==> src/pfs_pkg.sv <==
// Package for the pin function select block: select encodings, port widths,
// test access port state codes and reset values.
// Assumes a single system clock domain; no bus, selects arrive as plain ports.
package pfs_pkg;

    // ----------------------------------------------------------------
    // Port widths
    // ----------------------------------------------------------------
    localparam int PFS_PORTA_W = 8;
    localparam int PFS_PORTB_W = 8;
    localparam int PFS_PORTC_W = 6;
    localparam int PFS_PORTD_W = 4;
    localparam int PFS_PORTS = 4;

    // ----------------------------------------------------------------
    // Select field layout of pin_peripheral_select_reg
    // ----------------------------------------------------------------
    localparam int PFS_SEL_W = 10;
    localparam int PFS_B6_LSB = 0;
    localparam int PFS_B7_LSB = 2;
    localparam int PFS_C2_LSB = 4;
    localparam int PFS_C4_LSB = 6;
    localparam int PFS_C6_LSB = 8;
    localparam logic [PFS_SEL_W-1:0] PFS_SEL_RST = 10'h000;

    // Per-pin function codes (two bits each)
    localparam logic [1:0] PFS_FN_GPIO = 2'h0;
    localparam logic [1:0] PFS_FN_ALT1 = 2'h1;
    localparam logic [1:0] PFS_FN_ALT2 = 2'h2;
    localparam logic [1:0] PFS_FN_ALT3 = 2'h3;

    // ----------------------------------------------------------------
    // Test access port
    // ----------------------------------------------------------------
    localparam logic [2:0] PFS_TAP_RESET_EDGES = 3'h5;
    localparam logic PFS_TRST_INACTIVE = 1'b1;

    // Gray codes along reset -> idle -> shift path
    typedef enum logic [2:0] {
        PFS_TAP_RESET = 3'h0,
        PFS_TAP_IDLE = 3'h1,
        PFS_TAP_SEL_DR = 3'h3,
        PFS_TAP_SHIFT = 3'h2,
        PFS_TAP_EXIT = 3'h6,
        PFS_TAP_UPDATE = 3'h7
    } pfs_tap_e;

endpackage

==> src/pfs_tck_if.sv <==
// Interface carrying synchronised test clock events from the test pin synchroniser
// into the main block. Assumes both ends run on mclk.
interface pfs_tck_if;
    logic tck_rise; // One-cycle pulse per rising test clock edge
    logic tms; // Synchronised mode select level
    logic trst_n; // Test reset, held inactive

    modport src (output tck_rise, output tms, output trst_n);
    modport dst (input tck_rise, input tms, input trst_n);
endinterface

==> src/pfs_pin_mux.sv <==
// Pin function select: routes upper port B, port C and port D pins between
// general-purpose I/O and peripheral functions, and tracks the test access
// port reset behaviour. Assumes pins outside pass through separate pad cells;
// select and clock-enable bits arrive as plain ports from system logic.

// Operation
// - B6: serial rx, I2C data, clock in
// - Clock input needs clock-generation enable too
// - B7: serial tx or I2C clock
// - C2: analog A2 or converter A reference
// - C4: analog B0 or comparator B input3
// - C6: analog B2 or converter B reference
// - No test reset pin; held high
// - Power-on reset forces TAP reset state
// - Five TMS-high test clock edges reset TAP
// - Four ports: 8, 8, 6, 4 pins
module pfs_pin_mux
    import pfs_pkg::*;
#(
    parameter int PORTA_W = PFS_PORTA_W,
    parameter int PORTB_W = PFS_PORTB_W,
    parameter int PORTC_W = PFS_PORTC_W,
    parameter int PORTD_W = PFS_PORTD_W
) (
    // Clock and reset
    input wire logic mclk,
    input wire logic arst_n,
    // Configuration
    input wire logic [PFS_SEL_W-1:0] pin_peripheral_select_reg,
    input wire logic sel_load,
    input wire logic clkgen_ext_clk_en,
    // Pin inputs (pad side)
    input wire logic portb_pin6_in,
    input wire logic portb_pin7_in,
    input wire logic tck_pin,
    input wire logic tms_pin,
    // Peripheral outputs toward pins
    input wire logic serial_tx_out,
    input wire logic i2c_sda_out_en,
    input wire logic i2c_scl_out_en,
    input wire logic tap_tdo,
    input wire logic tap_tdo_en,
    // Pin drive (pad side)
    output logic portb_pin6_out,
    output logic portb_pin6_oe,
    output logic portb_pin7_out,
    output logic portb_pin7_oe,
    output logic portd_tdo_out,
    output logic portd_tdo_oe,
    // Peripheral inputs from pins
    output logic serial_rx_in,
    output logic i2c_sda_in,
    output logic i2c_scl_in,
    output logic external_clock_in,
    // Analog switch enables
    output logic analog_a_input2,
    output logic converter_a_high_ref,
    output logic analog_b_input0,
    output logic comparator_b_input3,
    output logic analog_b_input2,
    output logic converter_b_high_ref,
    // Port status
    output logic [PFS_PORTS*8-1:0] port_width_map,
    output logic [PORTC_W-1:0] portc_gpio_mask,
    // Test access port state
    output logic tap_in_reset,
    output logic [2:0] tap_state
);

    // ----------------------------------------------------------------
    // Select register
    // ----------------------------------------------------------------
    logic [PFS_SEL_W-1:0] sel_q; // Held pin function selects
    logic [1:0] fn_b6, fn_b7, fn_c2, fn_c4, fn_c6; // Per-pin fields

    // Selects default to GPIO at reset
    always_ff @(posedge mclk or negedge arst_n) begin
        if (!arst_n) begin
            sel_q <= PFS_SEL_RST;
        end else if (sel_load) begin
            sel_q <= pin_peripheral_select_reg;
        end
    end

    assign fn_b6 = sel_q[PFS_B6_LSB +: 2];
    assign fn_b7 = sel_q[PFS_B7_LSB +: 2];
    assign fn_c2 = sel_q[PFS_C2_LSB +: 2];
    assign fn_c4 = sel_q[PFS_C4_LSB +: 2];
    assign fn_c6 = sel_q[PFS_C6_LSB +: 2];

    // ----------------------------------------------------------------
    // Pin input synchronisers for port B
    // ----------------------------------------------------------------
    logic [1:0] b6_sync_q; // Two-flop chain for B6
    logic [1:0] b7_sync_q; // Two-flop chain for B7

    // Pins are asynchronous; idle high like an open-drain bus
    always_ff @(posedge mclk or negedge arst_n) begin
        if (!arst_n) begin
            b6_sync_q <= 2'h3;
            b7_sync_q <= 2'h3;
        end else begin
            b6_sync_q <= {b6_sync_q[0], portb_pin6_in};
            b7_sync_q <= {b7_sync_q[0], portb_pin7_in};
        end
    end

    // ----------------------------------------------------------------
    // Peripheral inputs, registered
    // ----------------------------------------------------------------
    // Deselected inputs hold idle: serial and I2C idle high, clock low.
    // The clock path costs three cycles of latency; this mux is meant
    // for its selection, a real clock input would bypass through a cell.
    always_ff @(posedge mclk or negedge arst_n) begin
        if (!arst_n) begin
            serial_rx_in <= 1'b1;
            i2c_sda_in <= 1'b1;
            i2c_scl_in <= 1'b1;
            external_clock_in <= 1'b0;
        end else begin
            serial_rx_in <= (fn_b6 == PFS_FN_ALT1) ? b6_sync_q[1] : 1'b1;
            i2c_sda_in <= (fn_b6 == PFS_FN_ALT2) ? b6_sync_q[1] : 1'b1;
            i2c_scl_in <= (fn_b7 == PFS_FN_ALT2) ? b7_sync_q[1] : 1'b1;
            // Clock input only with clock-generation enable as well
            external_clock_in <= (fn_b6 == PFS_FN_ALT3) && clkgen_ext_clk_en
                                 ? b6_sync_q[1] : 1'b0;
        end
    end

    // ----------------------------------------------------------------
    // Pin drive toward port B
    // ----------------------------------------------------------------
    // B6 only drives low for I2C data; GPIO drive lives in the port block
    always_ff @(posedge mclk or negedge arst_n) begin
        if (!arst_n) begin
            portb_pin6_out <= 1'b0;
            portb_pin6_oe <= 1'b0;
            portb_pin7_out <= 1'b0;
            portb_pin7_oe <= 1'b0;
        end else begin
            portb_pin6_out <= 1'b0;
            portb_pin6_oe <= (fn_b6 == PFS_FN_ALT2) && i2c_sda_out_en;
            // B7: serial transmit push-pull, or I2C clock open-drain
            if (fn_b7 == PFS_FN_ALT1) begin
                portb_pin7_out <= serial_tx_out;
                portb_pin7_oe <= 1'b1;
            end else if (fn_b7 == PFS_FN_ALT2) begin
                portb_pin7_out <= 1'b0;
                portb_pin7_oe <= i2c_scl_out_en;
            end else begin
                portb_pin7_out <= 1'b0;
                portb_pin7_oe <= 1'b0;
            end
        end
    end

    // ----------------------------------------------------------------
    // Analog switch enables on port C
    // ----------------------------------------------------------------
    // Switches change on the same edge, no break-before-make: all open by default
    always_ff @(posedge mclk or negedge arst_n) begin
        if (!arst_n) begin
            analog_a_input2 <= 1'b0;
            converter_a_high_ref <= 1'b0;
            analog_b_input0 <= 1'b0;
            comparator_b_input3 <= 1'b0;
            analog_b_input2 <= 1'b0;
            converter_b_high_ref <= 1'b0;
        end else begin
            analog_a_input2 <= (fn_c2 == PFS_FN_ALT1);
            converter_a_high_ref <= (fn_c2 == PFS_FN_ALT2);
            analog_b_input0 <= (fn_c4 == PFS_FN_ALT1);
            comparator_b_input3 <= (fn_c4 == PFS_FN_ALT2);
            analog_b_input2 <= (fn_c6 == PFS_FN_ALT1);
            converter_b_high_ref <= (fn_c6 == PFS_FN_ALT2);
        end
    end

    // Port C pins still in GPIO: bit 5 follows the C6 select, bits 0, 1 and 3 always GPIO
    always_ff @(posedge mclk or negedge arst_n) begin
        if (!arst_n) begin
            portc_gpio_mask <= '1;
        end else begin
            portc_gpio_mask <= '1;
            portc_gpio_mask[2] <= (fn_c2 == PFS_FN_GPIO) || (fn_c2 == PFS_FN_ALT3);
            portc_gpio_mask[4] <= (fn_c4 == PFS_FN_GPIO) || (fn_c4 == PFS_FN_ALT3);
            portc_gpio_mask[5] <= (fn_c6 == PFS_FN_GPIO) || (fn_c6 == PFS_FN_ALT3);
        end
    end

    // Port widths A..D, one byte each, fixed
    assign port_width_map = {8'(PORTD_W), 8'(PORTC_W), 8'(PORTB_W), 8'(PORTA_W)};

    // ----------------------------------------------------------------
    // Test access port tracker
    // ----------------------------------------------------------------
    pfs_tck_if tck_ev ();

    pfs_tck_sync u_tck_sync (
        .mclk(mclk),
        .arst_n(arst_n),
        .tck_pin(tck_pin),
        .tms_pin(tms_pin),
        .ev(tck_ev)
    );

    pfs_tap_e tap_q; // Controller state
    logic [2:0] tms_hi_q; // Consecutive TMS-high edges

    // Count TMS-high test clock edges, saturating at five
    always_ff @(posedge mclk or negedge arst_n) begin
        if (!arst_n) begin
            tms_hi_q <= 3'h0;
        end else if (tck_ev.tck_rise) begin
            if (!tck_ev.tms) begin
                tms_hi_q <= 3'h0;
            end else if (tms_hi_q != PFS_TAP_RESET_EDGES) begin
                tms_hi_q <= tms_hi_q + 3'h1;
            end
        end
    end

    // Reduced state walk; soft reset forced on the fifth TMS-high edge
    always_ff @(posedge mclk or negedge arst_n) begin
        if (!arst_n) begin
            tap_q <= PFS_TAP_RESET;
        end else if (!tck_ev.trst_n) begin
            tap_q <= PFS_TAP_RESET;
        end else if (tck_ev.tck_rise) begin
            if (tck_ev.tms && tms_hi_q == PFS_TAP_RESET_EDGES - 3'h1) begin
                tap_q <= PFS_TAP_RESET;
            end else begin
                case (tap_q)
                    PFS_TAP_RESET: tap_q <= tck_ev.tms ? PFS_TAP_RESET : PFS_TAP_IDLE;
                    PFS_TAP_IDLE: tap_q <= tck_ev.tms ? PFS_TAP_SEL_DR : PFS_TAP_IDLE;
                    PFS_TAP_SEL_DR: tap_q <= tck_ev.tms ? PFS_TAP_SEL_DR : PFS_TAP_SHIFT;
                    PFS_TAP_SHIFT: tap_q <= tck_ev.tms ? PFS_TAP_EXIT : PFS_TAP_SHIFT;
                    PFS_TAP_EXIT: tap_q <= tck_ev.tms ? PFS_TAP_UPDATE : PFS_TAP_SHIFT;
                    PFS_TAP_UPDATE: tap_q <= tck_ev.tms ? PFS_TAP_SEL_DR : PFS_TAP_IDLE;
                    default: tap_q <= PFS_TAP_RESET;
                endcase
            end
        end
    end

    assign tap_state = tap_q;
    assign tap_in_reset = (tap_q == PFS_TAP_RESET);

    // Port D carries test data out, enabled only in the shift state
    always_ff @(posedge mclk or negedge arst_n) begin
        if (!arst_n) begin
            portd_tdo_out <= 1'b0;
            portd_tdo_oe <= 1'b0;
        end else begin
            portd_tdo_out <= tap_tdo;
            portd_tdo_oe <= tap_tdo_en && (tap_q == PFS_TAP_SHIFT);
        end
    end

endmodule

==> src/pfs_tck_sync.sv <==
// Synchroniser for the test pins: two flops per pin, then edge detection.
// Assumes test clock is much slower than mclk (at least 3 mclk per phase).
module pfs_tck_sync
    import pfs_pkg::*;
(
    // Clock and reset
    input wire logic mclk,
    input wire logic arst_n,
    // Raw pins
    input wire logic tck_pin,
    input wire logic tms_pin,
    // Events out
    pfs_tck_if.src ev
);

    logic [1:0] tck_sync_q; // Two-flop chain for test clock
    logic [1:0] tms_sync_q; // Two-flop chain for mode select
    logic tck_prev_q; // Previous synced clock, for edge detect

    // Two-flop synchronisers; first stage read only by the second
    always_ff @(posedge mclk or negedge arst_n) begin
        if (!arst_n) begin
            tck_sync_q <= 2'h0;
            tms_sync_q <= 2'h3;
        end else begin
            tck_sync_q <= {tck_sync_q[0], tck_pin};
            tms_sync_q <= {tms_sync_q[0], tms_pin};
        end
    end

    // Edge detect looks only at the second stage
    always_ff @(posedge mclk or negedge arst_n) begin
        if (!arst_n) begin
            tck_prev_q <= 1'b0;
        end else begin
            tck_prev_q <= tck_sync_q[1];
        end
    end

    assign ev.tck_rise = tck_sync_q[1] & ~tck_prev_q;
    assign ev.tms = tms_sync_q[1];
    // No test reset pin: tied inactive inside the package
    assign ev.trst_n = PFS_TRST_INACTIVE;

endmodule

==> config.mk <==
export PLATFORM = sky130hd
export DESIGN_NAME = pfs_pin_mux
export DESIGN_NICKNAME = d
export VERILOG_FILES = /design/src/pfs_pkg.sv /design/src/pfs_tck_if.sv /design/src/pfs_pin_mux.sv /design/src/pfs_tck_sync.sv
export SDC_FILE = /design/constraint.sdc
export NUM_CORES = 1
export LEC_CHECK = 0
export BUFFER_PORTS_ARGS = -buffer_cell sky130_fd_sc_hd__buf_2
export CORE_MARGIN = 10
export CORE_UTILIZATION = 51
export CTS_CLUSTER_SIZE = 16
export DETAILED_ROUTE_END_ITERATION = 16
export GPL_ROUTABILITY_DRIVEN = 1
export PLACE_DENSITY = 0.85
export SLEW_MARGIN = 20
export SYNTH_ARGS = -nofsm -noshare
export SYNTH_HDL_FRONTEND = slang
export SYNTH_HIERARCHICAL = 1
export SYNTH_SLANG_ARGS = --single-unit
==> constraint.sdc <==
create_clock -name mclk -period 2.3 [get_ports mclk]
set_input_delay 0.345 -clock mclk [delete_from_list [all_inputs] [get_ports mclk]]
set_output_delay 0.345 -clock mclk [all_outputs]
set_load 0.1 [all_outputs]
==> flow_metrics.env <==
export IMPL_cts_tree="done"
export IMPL_hold_buffers=0
export IMPL_worstSkewPairLatency_ps=290
export IMPL_rr_startpoint="u_tck_sync/tms_sync_q[1]$_DFF_PN1_"
export IMPL_r2r_end="tap_state[0]$_DFFE_PN0P_"
export IMPL_drt_iter0_drc=36
export IMPL_rr_worst_depth=3
export IMPL_drive_gt1_share_pct=36.1
export IMPL_synth_xor_area_share_pct=0
export IMPL_multiInputGateArea_um2=611
export IMPL_path_cells="nor3_4, buf_2"
export IMPL_synthMuxAreaShare_pct=1.77
export IMPL_p_clk_share_pct=30.9
export IMPL_dieArea_um2=6580
export IMPL_rsz0062_at_grt="false"
export IMPL_area_delta_synth_final_pct=13.3
export IMPL_layout_nets=236
export IMPL_path_clk_slew_ps=80
export IMPL_diodes=0
export IMPL_n_fill_cell=345
export IMPL_powerDensity_nw_per_um2=1020
export IMPL_dpl_cell_count=245
export IMPL_clock_path_buffers=2
export IMPL_worstSetupPathType="flop to output pin"
export IMPL_fin_skew_ps=4.26
export IMPL_htree_levels=2
export IMPL_setup_viol_count_final=0
export IMPL_num_vias=1110
export IMPL_finalSetupTns_ps=0
export IMPL_relSlewSlack_pct=40.2
export IMPL_power_switching_uw=866
export IMPL_final_seq_area_um2=1090
export IMPL_hold_end="b7_sync_q[0]$_DFF_PN1_"
export IMPL_rows=22
export IMPL_synth_simple_area_share_pct=8.14
export IMPL_pwr_share_seq_pct=39.4
export IMPL_status="complete, no violations"
export IMPL_critPathMaxFanout=8
export IMPL_grt_pass1_vias=1224
export IMPL_route_antenna_remaining_nets=0
export IMPL_firstDrtPassIters=4
export IMPL_slowest_stage="dfrtp_1"
export IMPL_r2r_slack_ps=1040
export IMPL_dieWidth_um=81.1
export IMPL_syn_area_um2=1910
export IMPL_fmax_ghz=0.563
export IMPL_hold_viol=0
export IMPL_drt_total_wl_um=3450
export IMPL_clock_sinks=43
export IMPL_dp_hpwl_um=2770
export IMPL_whs_path_depth=1
export IMPL_drc_errors=0
export IMPL_cts_resized=0
export IMPL_coreArea_um2=3630
export IMPL_initial_utilization_pct=52.5
export IMPL_synth_top_family_by_area="buffers and inverters"
export IMPL_grt_max_degree=44
export IMPL_synth_fa_ha_area_share_pct=5.91
export IMPL_grtUsageTotal_pct=11.0
export IMPL_leakage_nw=1.12
export IMPL_tightest_slew_ps=897
export IMPL_hp_start="portb_pin7_in"
export IMPL_viasPerCell=4.39
export IMPL_synthCells=160
export IMPL_grt_pass1_wl_um=5630
export IMPL_synth_compound_area_share_pct=8.33
export IMPL_power_mw=2.21
export IMPL_post_cts_buffers=0
export IMPL_final_instance_count_excl_fill=253
export IMPL_fin_crit_ps=1780
export IMPL_hold_class="input pin to flop"
export IMPL_die_h_um=81.1
export IMPL_cts_buffers=5
export IMPL_end_kind="output pin"
export IMPL_startpoint_type="flop"
export IMPL_critPathRequiredTime_ps=1960
export IMPL_combinationalPowerShare_pct=29.6
export IMPL_peakVddDrop_mv=0.700
export IMPL_wl_per_cell_um=13.6
export IMPL_yosysWarnings=6
export IMPL_ys_types=32
export IMPL_drv_cap=0
export IMPL_max_stage_delay_ps=500
export IMPL_worstPathArrival_ps=1430
export IMPL_gr_total_overflow=0
export IMPL_antenna_found_initial=0
export IMPL_ioPinCount=81
export IMPL_cts_root_buffer="clkbuf_8"
export IMPL_p_int_mw=1.35
export IMPL_period_share_pct=77.2
export IMPL_port_buffers=44
export IMPL_swShare_pct=39.2
export IMPL_ys_seq_area_share_pct=57.2
export IMPL_yosys_register_bits=43
export IMPL_avgSynthCellArea_um2=11.9
export IMPL_gp_congestion=0.759
export IMPL_slew_violations=0
-- per-layer routing --
metal / track usage [%] / vias to the layer above / part of all wire, %
met5: 0 / - / 0
met4: 4.67 / 0 / 2.0
met3: 3.97 / 6 / 9.2
met2: 18.6 / 55 / 51
met1: 12.1 / 515 / 37
li1: - / 534 / -
-- how the worst max path moves through the flow --
stage / cells after the start / endpoint / slack (ps) / startpoint
4_1_cts: 2 / tap_in_reset / 510 / tap_state[0]$_DFFE_PN0P_
3_5_place_dp: 2 / tap_in_reset / 840 / tap_state[0]$_DFFE_PN0P_
3_3_place_gp: 2 / tap_in_reset / 850 / tap_state[0]$_DFFE_PN0P_
5_1_grt: 2 / tap_in_reset / 450 / tap_state[0]$_DFFE_PN0P_
2_1_floorplan: 2 / tap_in_reset / 110 / tap_state[1]$_DFFE_PN0P_
6_report: 2 / tap_in_reset / 520 / tap_state[0]$_DFFE_PN0P_
-- cells by family after synthesis --
kind of cell | Yosys count
AO/OA/AOI/OAI | 24
adder cells (fa/ha/maj) | 9
buffers and inverters | 52
flip-flops | 43
multiplexers | 3
other | 3
AND/OR/NAND/NOR | 26
-- cells in the mapped netlist --
cell type  count  area share (%)
buf_2          2            0.52
a22o_1         1            0.46
dfstp_2       12              17
a32o_1         2             1.0
nand2b_1       1            0.33
buf_6          1            0.59
o21ai_0        9             2.4
nor3_1         2            0.52
nor3b_1        1            0.39
clkbuf_1       1            0.20
o2bb2ai_1      1            0.46
and4_1         1            0.46
and2b_1        1            0.39
a21boi_1       1            0.39
a32oi_1        1            0.46
inv_1         11             2.2
buf_4         37              15
nand3_1        4             1.0
or3b_2         2            0.92
ha_1           9             5.9
nor2b_4        2             1.4
and3b_1        1            0.46
nand2_1       11             2.2
dfrtp_1       31              41
a21oi_1        4             1.0
o21ai_1        1            0.26
a31o_2         1            0.46
mux2_2         3             1.8
o21bai_1       1            0.39
o22ai_1        1            0.33
a31oi_2        1            0.66
conb_1         3            0.59
-- final cells by class --
class,count,area share (%)
Clock buffer,5,3.19
Clock inverter,3,3.13
Inverter,11,1.91
Multi-Input combinational cell,99,28.3
Sequential cell,43,50.5
Tap cell,48,2.78
Timing Repair Buffer,44,10.2
-- worst max-delay path, delay by kind of cell, from the launching register on --
family	cells	cell delay, ps
flops	1	500
simple gates	1	200
buf+inv	1	440
-- power by group through the flow --
stage,clock [mW],sequential [mW],combinational (mW)
global placement,0,0.880,0.647
floorplan,0,1.10,0.399
detailed placement,0,0.887,0.659
finish,0.684,0.872,0.655
global route,0.729,0.882,0.690
CTS,0.701,0.873,0.660
-- state kept, by name (all words and copies together) (netlist names) --
name                   flops
sel_q                     10
portc_gpio_mask            3
tap_state                  3
tms_hi_q                   3
b6_sync_q                  2
b7_sync_q                  2
u_tck_sync/tck_sync_q      2
u_tck_sync/tms_sync_q      2
analog_a_input2            1
analog_b_input0            1
analog_b_input2            1
comparator_b_input3        1
converter_a_high_ref       1
converter_b_high_ref       1
external_clock_in          1
i2c_scl_in                 1
i2c_sda_in                 1
portb_pin6_oe              1
portb_pin7_oe              1
portb_pin7_out             1
portd_tdo_oe               1
portd_tdo_out              1
serial_rx_in               1
u_tck_sync/tck_prev_q      1
-- cell usage in the layout (no fill, tap or decap), drive strengths merged --
| master | n |
|---|---|
| buf | 44 |
| conb | 37 |
| dfrtp | 31 |
| dfstp | 12 |
| inv | 11 |
| nand2 | 11 |
| o21ai | 10 |
| ha | 9 |
| clkbuf | 5 |
| nand3 | 4 |
| a21oi | 4 |
| mux2 | 3 |
| or3b | 2 |
| nor2b | 2 |
| a32o | 2 |
| bufinv | 2 |
| nor3 | 2 |
| and4 | 1 |
| and3b | 1 |
| nor3b | 1 |
| a31oi | 1 |
| and2b | 1 |
| nand2b | 1 |
| o2bb2ai | 1 |
| a22o | 1 |
| o21bai | 1 |
| a21boi | 1 |
| a32oi | 1 |
| o22ai | 1 |
| a31o | 1 |
| clkinvlp | 1 |
-- stage by stage --
stage          cell area [um2]  utilization [%]  worst slack [ps]  hold slack (ps)
3_3_place_gp              2020             55.7               855              333
4_1_cts                   2160             59.4               511              137
3_5_place_dp              2020             55.7               837              337
6_report                  2160             59.4               524              145
2_1_floorplan             2050                -               113             49.4
5_1_grt                   2160             59.4               447              133
No activity file was read; power rests on OpenSTA's default activity.
